--- config.mk ---
export PLATFORM = sky130hd
export DESIGN_NAME = ldwp_write_port
export DESIGN_NICKNAME = d
export VERILOG_FILES = /design/src/pkg/ldwp_pkg.sv /design/src/logic/ldwp_buf2.sv /design/src/logic/ldwp_write_port.sv
export SDC_FILE = /design/constraint.sdc
export NUM_CORES = 1
export LEC_CHECK = 0
export ABC_AREA = 1
export BUFFER_PORTS_ARGS = -buffer_cell sky130_fd_sc_hd__buf_2
export CORE_MARGIN = 3
export CORE_UTILIZATION = 54
export CTS_CLUSTER_SIZE = 8
export DETAILED_ROUTE_END_ITERATION = 10
export GPL_ROUTABILITY_DRIVEN = 0
export PLACE_DENSITY = 0.88
export SYNTH_ARGS = -nofsm -noshare
export SYNTH_HDL_FRONTEND = slang
export SYNTH_SLANG_ARGS = --single-unit
--- constraint.sdc ---
create_clock -name ref_clk -period 2.6 [get_ports ref_clk]
set_input_delay 0.39 -clock ref_clk [delete_from_list [all_inputs] [get_ports ref_clk]]
set_output_delay 0.39 -clock ref_clk [all_outputs]
set_load 0.02 [all_outputs]
--- src/pkg/ldwp_pkg.sv ---
// Constants, types and the list of behaviours for the display memory write port
// What this block does
// - Random variant: format only from three-level pin
// - Random variant: address plus strobe loads nibble
// - Addressed write leaves other digits untouched
// - Mode high means control, low means data
// - Sequential variant takes a full input byte
// - Data strobes fill next location, pointer auto-advances
// - After eight data strobes ignore until control
// - Pin high hex, floating alternate, low shutdown
// - Control word: raw, decode type, shutdown, data-follows
// - Decoded formats: code low nibble, point top bit
// - Raw mode: ones light, decimal point active low
package ldwp_pkg;
  // ****************************************
  // Sizes
  // ****************************************
  localparam int LDWP_DIGITS = 8;
  localparam int LDWP_ADDR_W = 3;
  localparam int LDWP_BYTE_W = 8;
  // ****************************************
  // Control word and data byte field positions
  // ****************************************
  localparam int LDWP_CW_SLEEP_N = 4;
  localparam int LDWP_CW_RAW = 5;
  localparam int LDWP_CW_HEX = 6;
  localparam int LDWP_CW_MORE = 7;
  localparam int LDWP_DP_BIT = 7;
  localparam int LDWP_NIB_W = 4;
  // ****************************************
  // Reset values and last pointer location
  // ****************************************
  localparam logic [LDWP_BYTE_W-1:0] LDWP_MEM_RST = 8'h00;
  localparam logic [LDWP_ADDR_W-1:0] LDWP_PTR_RST = 3'h0;
  localparam logic [LDWP_ADDR_W-1:0] LDWP_PTR_LAST = 3'h7;
  localparam logic LDWP_WR_IDLE = 1'b1;
  // Three-level pin as two digital lines
  typedef enum logic [1:0] {
    LDWP_TL_LOW = 2'h0,
    LDWP_TL_FLOAT = 2'h1,
    LDWP_TL_HIGH = 2'h2
  } ldwp_level_t;
  typedef enum logic [2:0] {
    LDWP_ST_IDLE = 3'h1,
    LDWP_ST_FILL = 3'h2,
    LDWP_ST_DONE = 3'h4
  } ldwp_state_t;
  typedef struct packed {
    logic [LDWP_ADDR_W-1:0] addr;
    logic [LDWP_BYTE_W-1:0] data;
  } ldwp_word_t;
  typedef struct packed {
    logic raw;
    logic hex;
    logic sleep;
  } ldwp_fmt_t;
endpackage : ldwp_pkg

--- src/logic/ldwp_buf2.sv ---
// Two-entry valid/ready buffer for memory writes
`timescale 1ns/1ps
module ldwp_buf2
  import ldwp_pkg::*;
#(
  parameter int W = LDWP_ADDR_W + LDWP_BYTE_W
) (
  input wire logic ref_clk,
  input wire logic resetn,
  input wire logic in_valid,
  output logic in_ready,
  input wire logic [W-1:0] in_data,
  output logic out_valid,
  input wire logic out_ready,
  output logic [W-1:0] out_data
);
  if (W < 1) begin : g_bad_width
    $error("ldwp_buf2 width must be positive");
  end
  logic [W-1:0] mem_q [2];
  logic wp_q;
  logic rp_q;
  logic [1:0] cnt_q;
  logic push;
  logic pop;
  assign in_ready = (cnt_q != 2'h2);
  assign out_valid = (cnt_q != 2'h0);
  assign out_data = mem_q[rp_q];
  assign push = in_valid && in_ready;
  assign pop = out_valid && out_ready;
  always_ff @(posedge ref_clk) begin
    if (!resetn) begin
      wp_q <= 1'b0;
      rp_q <= 1'b0;
      cnt_q <= 2'h0;
    end else begin
      if (push) wp_q <= ~wp_q;
      if (pop) rp_q <= ~rp_q;
      cnt_q <= cnt_q + {1'b0, push} - {1'b0, pop};
    end
  end
  always_ff @(posedge ref_clk) begin
    if (push) mem_q[wp_q] <= in_data;
  end
endmodule : ldwp_buf2

--- src/logic/ldwp_write_port.sv ---
// Display memory write port: sequential and random-access variants
`timescale 1ns/1ps
module ldwp_write_port
  import ldwp_pkg::*;
#(
  parameter bit RANDOM_ACCESS = 1'b0,
  parameter int DIGITS = LDWP_DIGITS
) (
  input wire logic ref_clk,
  input wire logic resetn,
  input wire logic write_n,
  input wire logic mode,
  input wire logic [LDWP_BYTE_W-1:0] host_input_lines,
  input wire logic [LDWP_ADDR_W-1:0] digit_select_lines,
  input wire logic format_and_sleep_pin_hi,
  input wire logic format_and_sleep_pin_lo,
  output logic [DIGITS*LDWP_BYTE_W-1:0] display_mem,
  output logic raw_mode,
  output logic hex_font_select,
  output logic sleep,
  output logic accepting
);
  // ****************************************
  // Parameter checks
  // ****************************************
  if (DIGITS != (1 << LDWP_ADDR_W)) begin : g_bad_digits
    $error("DIGITS must match address width");
  end

  // ****************************************
  // Input synchronisers
  // ****************************************
  logic wr_s1_q;
  logic wr_s2_q;
  logic wr_s3_q;
  logic md_s1_q;
  logic md_s2_q;
  logic hi_s1_q;
  logic hi_s2_q;
  logic lo_s1_q;
  logic lo_s2_q;
  logic [LDWP_BYTE_W-1:0] d_s1_q;
  logic [LDWP_BYTE_W-1:0] d_s2_q;
  logic [LDWP_ADDR_W-1:0] a_s1_q;
  logic [LDWP_ADDR_W-1:0] a_s2_q;
  logic strobe;

  // Strobe stages reset to the idle level so no false edge follows reset
  always_ff @(posedge ref_clk) begin
    if (!resetn) begin
      wr_s1_q <= LDWP_WR_IDLE;
      wr_s2_q <= LDWP_WR_IDLE;
      wr_s3_q <= LDWP_WR_IDLE;
    end else begin
      wr_s1_q <= write_n;
      wr_s2_q <= wr_s1_q;
      wr_s3_q <= wr_s2_q;
    end
  end

  always_ff @(posedge ref_clk) begin
    if (!resetn) begin
      md_s1_q <= '0;
      md_s2_q <= '0;
    end else begin
      md_s1_q <= mode;
      md_s2_q <= md_s1_q;
    end
  end

  always_ff @(posedge ref_clk) begin
    if (!resetn) begin
      hi_s1_q <= '0;
      hi_s2_q <= '0;
      lo_s1_q <= '0;
      lo_s2_q <= '0;
    end else begin
      hi_s1_q <= format_and_sleep_pin_hi;
      hi_s2_q <= hi_s1_q;
      lo_s1_q <= format_and_sleep_pin_lo;
      lo_s2_q <= lo_s1_q;
    end
  end

  always_ff @(posedge ref_clk) begin
    if (!resetn) begin
      d_s1_q <= '0;
      d_s2_q <= '0;
    end else begin
      d_s1_q <= host_input_lines;
      d_s2_q <= d_s1_q;
    end
  end

  always_ff @(posedge ref_clk) begin
    if (!resetn) begin
      a_s1_q <= '0;
      a_s2_q <= '0;
    end else begin
      a_s1_q <= digit_select_lines;
      a_s2_q <= a_s1_q;
    end
  end

  assign strobe = wr_s3_q && !wr_s2_q;

  // ****************************************
  // Sequencer
  // ****************************************
  ldwp_state_t state_q;
  logic [LDWP_ADDR_W-1:0] ptr_q;
  ldwp_fmt_t fmt_q;
  logic seq_ctl;
  logic seq_dat;
  logic in_ready;
  logic in_valid;
  ldwp_word_t in_word;
  ldwp_word_t out_word;
  logic out_valid;
  assign seq_ctl = !RANDOM_ACCESS && strobe && md_s2_q;
  assign seq_dat = !RANDOM_ACCESS && strobe && !md_s2_q && (state_q == LDWP_ST_FILL) && in_ready;

  // Location pointer: cleared by a control word, stepped by each data write in the fill state
  always_ff @(posedge ref_clk) begin
    if (!resetn) begin
      ptr_q <= LDWP_PTR_RST;
    end else if (seq_ctl) begin
      ptr_q <= LDWP_PTR_RST;
    end else if (seq_dat) begin
      ptr_q <= ptr_q + 3'h1;
    end
  end

  // Fill state: opened by a control word, closed after the last location
  always_ff @(posedge ref_clk) begin
    if (!resetn) begin
      state_q <= LDWP_ST_IDLE;
    end else if (seq_ctl) begin
      state_q <= d_s2_q[LDWP_CW_MORE] ? LDWP_ST_FILL : LDWP_ST_IDLE;
    end else if (seq_dat) begin
      unique case (state_q)
        LDWP_ST_FILL: begin
          if (ptr_q == LDWP_PTR_LAST) state_q <= LDWP_ST_DONE;
        end
        default: state_q <= state_q;
      endcase
    end
  end

  // ****************************************
  // Format control
  // ****************************************
  always_ff @(posedge ref_clk) begin
    if (!resetn) begin
      fmt_q <= '0;
    end else if (RANDOM_ACCESS) begin
      fmt_q.raw <= 1'b0;
      fmt_q.hex <= hi_s2_q && lo_s2_q;
      fmt_q.sleep <= !hi_s2_q && !lo_s2_q;
    end else if (seq_ctl) begin
      fmt_q.raw <= d_s2_q[LDWP_CW_RAW];
      fmt_q.hex <= d_s2_q[LDWP_CW_HEX];
      fmt_q.sleep <= !d_s2_q[LDWP_CW_SLEEP_N];
    end
  end
  // ****************************************
  // Write path through buffer
  // ****************************************
  always_comb begin
    in_word = '0;
    in_valid = 1'b0;
    if (RANDOM_ACCESS) begin
      in_valid = strobe;
      in_word.addr = a_s2_q;
      in_word.data[LDWP_DP_BIT] = d_s2_q[LDWP_DP_BIT];
      in_word.data[LDWP_NIB_W-1:0] = d_s2_q[LDWP_NIB_W-1:0];
    end else begin
      in_valid = seq_dat;
      in_word.addr = ptr_q;
      in_word.data = d_s2_q;
    end
  end
  ldwp_buf2 #(.W(LDWP_ADDR_W + LDWP_BYTE_W)) u_buf (
    .ref_clk(ref_clk),
    .resetn(resetn),
    .in_valid(in_valid),
    .in_ready(in_ready),
    .in_data(in_word),
    .out_valid(out_valid),
    .out_ready(1'b1),
    .out_data(out_word)
  );
  genvar gi;
  generate
    for (gi = 0; gi < DIGITS; gi++) begin : g_dig
      always_ff @(posedge ref_clk) begin
        if (!resetn) begin
          display_mem[gi*LDWP_BYTE_W +: LDWP_BYTE_W] <= LDWP_MEM_RST;
        end else if (out_valid && out_word.addr == LDWP_ADDR_W'(gi)) begin
          display_mem[gi*LDWP_BYTE_W +: LDWP_BYTE_W] <= out_word.data;
        end
      end
    end
  endgenerate
  // ****************************************
  // Registered status outputs
  // ****************************************
  always_ff @(posedge ref_clk) begin
    if (!resetn) begin
      raw_mode <= 1'b0;
      hex_font_select <= 1'b0;
      sleep <= 1'b0;
      accepting <= 1'b0;
    end else begin
      raw_mode <= fmt_q.raw;
      hex_font_select <= fmt_q.hex;
      sleep <= fmt_q.sleep;
      accepting <= RANDOM_ACCESS || (state_q == LDWP_ST_FILL);
    end
  end
endmodule : ldwp_write_port

# ---- Word level (Yosys, flattened, before mapping)
# Memories as Yosys holds them, arrays and structs flattened. A register that Yosys moved wholly into a read port is not among the register bits.
# Index checks and enable logic that the tools add are counted.
dict set report word_totals {
  inputBits 17
  wordCells 77
  mem_count 1
  reg_bits 102
  out_inout_bits 68
  mem_bits_rw 22
}
dict set report classes {
  n_addsub 3
  muxes 9
  bitwise_logic 3
  n_reduce_logical 24
  n_eq_ne 10
}
# memory words word_bits rd rd_clocked_by_memory_dff write_ports line
set mem_list {}
lappend mem_list {u_buf.mem_q 2 11 1 1 1 ldwp_buf2.sv:20} ;# logic [W-1:0] mem_q [2];
# cell n
set ops {}
lappend ops {{$eq A3 B3 Y1 const B} 5}
lappend ops {{$logic_and A1 B1 Y1} 14}
lappend ops {{$mux W3} 4}
lappend ops {{$eq A3 B2 Y1 const B} 3}
lappend ops {{$reduce_bool A2 Y1} 4}
lappend ops {{$mux W1} 4}
lappend ops {{$add A3 B1 Y3 const B} 1}
lappend ops {{$eq A3 B1 Y1 const B} 1}
lappend ops {{$logic_not A1 Y1} 3}
lappend ops {{$logic_not A3 Y1} 1}
lappend ops {{$not A1 Y1} 3}
lappend ops {{$reduce_and A3 Y1} 1}
lappend ops {{$add A2 B1 Y2} 1}
lappend ops {{$mux W2} 1}
lappend ops {{$ne A2 B2 Y1 const B} 1}
lappend ops {{$reduce_or A2 Y1} 1}
lappend ops {{$sub A2 B1 Y2} 1}

# ---- Longest topological paths before layout
dict set report depth {
  ltp_word 8
  ltp_mapped 9
  depth_no_buf 8
}

# ---- Cells and area by module
# A second synthesis with hierarchy kept.
dict set report unflattened {
  cells_unflattened 494
  area_unflattened_um2 4446.8
}
# mod area_per_inst_um2 cells_each seq_area_each_um2 n_inst
set by_module_without_submodules {}
lappend by_module_without_submodules {ldwp_write_port 3373.2 424 1961.9 1}
lappend by_module_without_submodules {ldwp_buf2 1073.5 70 760.7 1}

# ---- Least setup slack after synthesis
# OpenSTA, ideal clock, no wires.
dict set report synth_path {
  kind {reg2reg}
  start {register wr_s3_q}
  end {memory u_buf.mem_q[0][0] (netlist name), enable pin}
  period_less_slack_ns 1.872
  slack_ns 0.728
  arrival_ns 1.494
  path_stages_with_launch 7
  setup_time_ns 0.378
  required_time_ns 2.222
  path_buffers 0
  cell_sequence {dfxtp_1 -> inv_1 -> nor2_1 -> nand2_1 -> nor2_1 -> inv_1 -> nor2_1}
}
dict set report synth_between {
  elab_chain_cells 7
}
# item line
set synth_rtl {}
lappend synth_rtl {{from (decl)} ldwp_write_port.sv:35} ;# logic wr_s3_q;
lappend synth_rtl {{from (signal assigned)} ldwp_write_port.sv:57} ;# wr_s3_q <= wr_s2_q;
lappend synth_rtl {{$logic_and A1 B1 Y1} ldwp_write_port.sv:105} ;# assign strobe = wr_s3_q && !wr_s2_q;
lappend synth_rtl {{$logic_and A1 B1 Y1 (3 in a row)} ldwp_write_port.sv:121} ;# assign seq_dat = !RANDOM_ACCESS && strobe && !md_s2_q && (state_q == LDWP_ST_FILL) && in_ready;
lappend synth_rtl {{$logic_and A1 B1 Y1} ldwp_buf2.sv:29} ;# assign push = in_valid && in_ready;
lappend synth_rtl {{$mux W1} ldwp_buf2.sv:43} ;# if (push) mem_q[wp_q] <= in_data;
lappend synth_rtl {{$mux W1 (not written as such)} ldwp_buf2.sv:43}
lappend synth_rtl {{to (decl)} ldwp_buf2.sv:20}
# No other way between the ends.

==> out/qor.csv <==
stage,metric,value,unit
cts,cts_buffers,17,
global_route,grt_pass1_vias,3564,
sta,tightest_slew,0.918,ns
floorplan,core-area,7930,µm²
logic_synthesis,netlist_top_cells_count,"141 x nor2_1, 140 x nand2_1, 103 x dfxtp_1, 46 x inv_1, 43 x nand3_1",
setup_path,timing.critical_path.buf_inv,0,
sta,finalCritPeriodShare,0.797,
setup_path,path_cells,nand2_1 -> o21ai_0 -> nand2_1 -> nor2_4 -> nand2_1 -> nand2_1 -> nor2_1,
sta,fin_skew,0.00776,ns
route,dr_total_vias,3827,
cts,cts.clk_slew.worst_paths,0.06,ns
sta,fin_crit,2.07,ns
floorplan,die_area,9550,µm²
logic_synthesis,synth_edf_count,22,
sta,rsz0062_at_grt,false,
setup_path,crit_family,simple AND/OR/NAND/NOR gates,
floorplan,io_pins,85,
placement,placed_cell_area,5020,µm²
floorplan,fp.dieH,97.7,µm
route,drt_iter0_drc,193,
sta,hold_viol_final,0,
placement,dp_cells,726,
route,drt_drc_violations_left,0,
final_layout,final_nets,662,
cts,htree_levels,4,
placement,portBuffers,79,
final_layout,diodes,0,
final_layout,utilization,0.710,
sta,finalSetupViolCount,0,
setup_path,crit_top_cell,nand2_1,
route,first_pass_iters,5,
global_route,grt_max_degree,65,
cts,cts_setup_buffers,0,
global_route,antenna_found_initial,0,
sta,fmax,0.482,GHz
floorplan,start_util,0.573,
logic_synthesis,ys_seq_area_frac,0.599,
cts,post_cts_resized,0,
floorplan,row_count,32,
setup_path,cp-end-kind,register,
power_and_ir_drop,leakagePower,2.68,nW
setup_path,crit_required,3.00,ns
logic_synthesis,yosys.area.top_type,dfxtp_1,
setup_path,slowest_delay,0.78,ns
global_route,grtUsageTotal,0.218,
setup_path,crit_path_max_fanout,25,
setup_path,arrival,2.48,ns
route,wirelength,10.0,mm
logic_synthesis,synth_top_cells_by_area,"dfxtp_1 45%, edfxtp_1 15%, nor2_1 12%",
final_layout,num-fill-cells,587,
logic_synthesis,synth_cell_types,24,
logic_synthesis,synth_most_common_cell,nor2_1,
logic_synthesis,yosys_warnings,0,
global_route,grt_first_pass_wirelength,16.7,mm
logic_synthesis,postSynthCellCount,559,
cts,insertion_delay,0.51,ns
logic_synthesis,synth.cell_area,4540,µm²
logic_synthesis,syn_avg_cell_area,8.13,µm²
power_and_ir_drop,ir_worst_vdd,0.000523,V
final_layout,syn_to_final_growth,23.8,%
final_layout,fin_cells,757,
logic_synthesis,async_flop_share,0,
sta,finalWorstSetupSlack,0.527,ns
cts,cts_max_path_buffers,2,
logic_synthesis,syn_nets,578,
final_layout,final-seq-area,2720,µm²
sta,maxSlewHeadroom,0.384,
setup_path,critPathSlowestCell,dfxtp_1,
cts,hold_buffers,0,
logic_synthesis,synth_top_cell_area_share,0.454,
cts,cts_tree,built,
sta,setup_tns,0,ns
worst_hold_path,hold_path_class,input pin to register,
sta,maxSlewViolCount,0,
final_layout,multi_input_area,1560,µm²
placement,dp_hpwl,6.43,mm
setup_path,start_kind,register,
floorplan,die_x,97.7,µm
cts,clockRootBuffer,clkbuf_8,
final_layout,drive_above_1_share,0.194,
power_and_ir_drop,power_density,789,nW/µm²
placement,post-place-ws,0.565,ns
route,ant_nets,0,
logic_synthesis,ys_ff_latch,125,
setup_path,critical_path_class,register to register,
run_status,status,"complete, no violations",
route,wl_per_cell,13.3,µm
global_route,grt-ovfl-total,0,
logic_synthesis,synth-main-ff-cell,dfxtp_1,
job,max_cap_viol_count,0,
cts,cts_sinks,125,
final_layout,stdcell_area,5630,µm²
route,via_per_inst,5.06,
[stage by stage]
stage	hold WS, ns	total power, W
floorplan	0.390	0.00208
global placement	0.395	0.00210
detailed placement	0.397	0.00210
CTS	0.0450	0.00445
global route	0.0478	0.00455
finish	0.0606	0.00444
[worst paths after layout]
path,from,to,slack (ns),depth (start not counted)
hold reg to reg,d_s1_q[3],d_s2_q[3],0.41,2
hold / removal,host_input_lines[1],d_s1_q[1],0.06,3
setup / recovery,register,display_mem[62],0.53,7
setup reg to reg,register,display_mem[62],0.53,7
[layout by cell type, fill, tap and decap left out]
cell	n
a21o_1	1
dfxtp_1	103
and3_1	1
edfxtp_1	22
inv_4	1
a21oi_1	10
nand2_1	140
clkbuf_1	4
o21ai_0	4
bufinv_16	3
nor2_4	3
o21ai_1	9
clkbuf_8	4
inv_1	46
nor2_2	8
buf_4	4
clkinv_2	2
buf_12	1
nor3b_1	1
nor2_1	140
nand3b_1	1
or2_2	4
buf_2	79
ha_1	2
nor3_1	1
nand3_1	43
nand2_2	1
clkbuf_16	17
[worst register-to-register path, delay by kind of cell (launching register included)]
kind | cells | cell delay [ns]
AO/OA/AOI/OAI | 1 | 0.19
flip-flops | 1 | 0.78
AND/OR/NAND/NOR | 6 | 0.99
[layer usage]
| layer | track usage | vias up | wire length, µm | part of all wire |
|---|---|---|---|---|
| met5 | 0 | - | 0 | 0 |
| met4 | 0.0927 | 0 | 218 | 0.022 |
| met3 | 0.0650 | 25 | 800 | 0.080 |
| met2 | 0.383 | 168 | 5000 | 0.50 |
| met1 | 0.246 | 1731 | 4020 | 0.40 |
| li1 | - | 1903 | - | - |
[cell families after synthesis]
group | Yosys count | synth area share
buf+inv | 65 | 0.0592
flops | 125 | 0.599
fa+ha+maj | 2 | 0.00551
compound gates | 24 | 0.0270
simple gates | 343 | 0.309
[layout make-up]
class,instances,area share
Sequential cell,125,0.484
Clock buffer,25,0.0881
Timing Repair Buffer,84,0.0792
Inverter,46,0.0307
Multi-Input combinational cell,369,0.276
Tap cell,102,0.0227
Clock inverter,6,0.0189
[where the power goes]
group	switching (W)	internal [W]
registers	0.00000682	0.00198
logic	0.0000473	0.0000272
clock network	0.000786	0.00159
[state kept, by name, summed over array words and instances, names as in the netlist, named ones only]
signal	count
fmt_q	3
wr_s1_q	1
raw_mode	1
d_s1_q	8
u_buf.wp_q	1
wr_s2_q	1
d_s2_q	8
state_q	3
wr_s3_q	1
u_buf.cnt_q	2
u_buf.mem_q	22
sleep	1
md_s2_q	1
u_buf.rp_q	1
accepting	1
hex_font_select	1
md_s1_q	1
ptr_q	3
display_mem	64
Power figures use the tool's default switching activity.
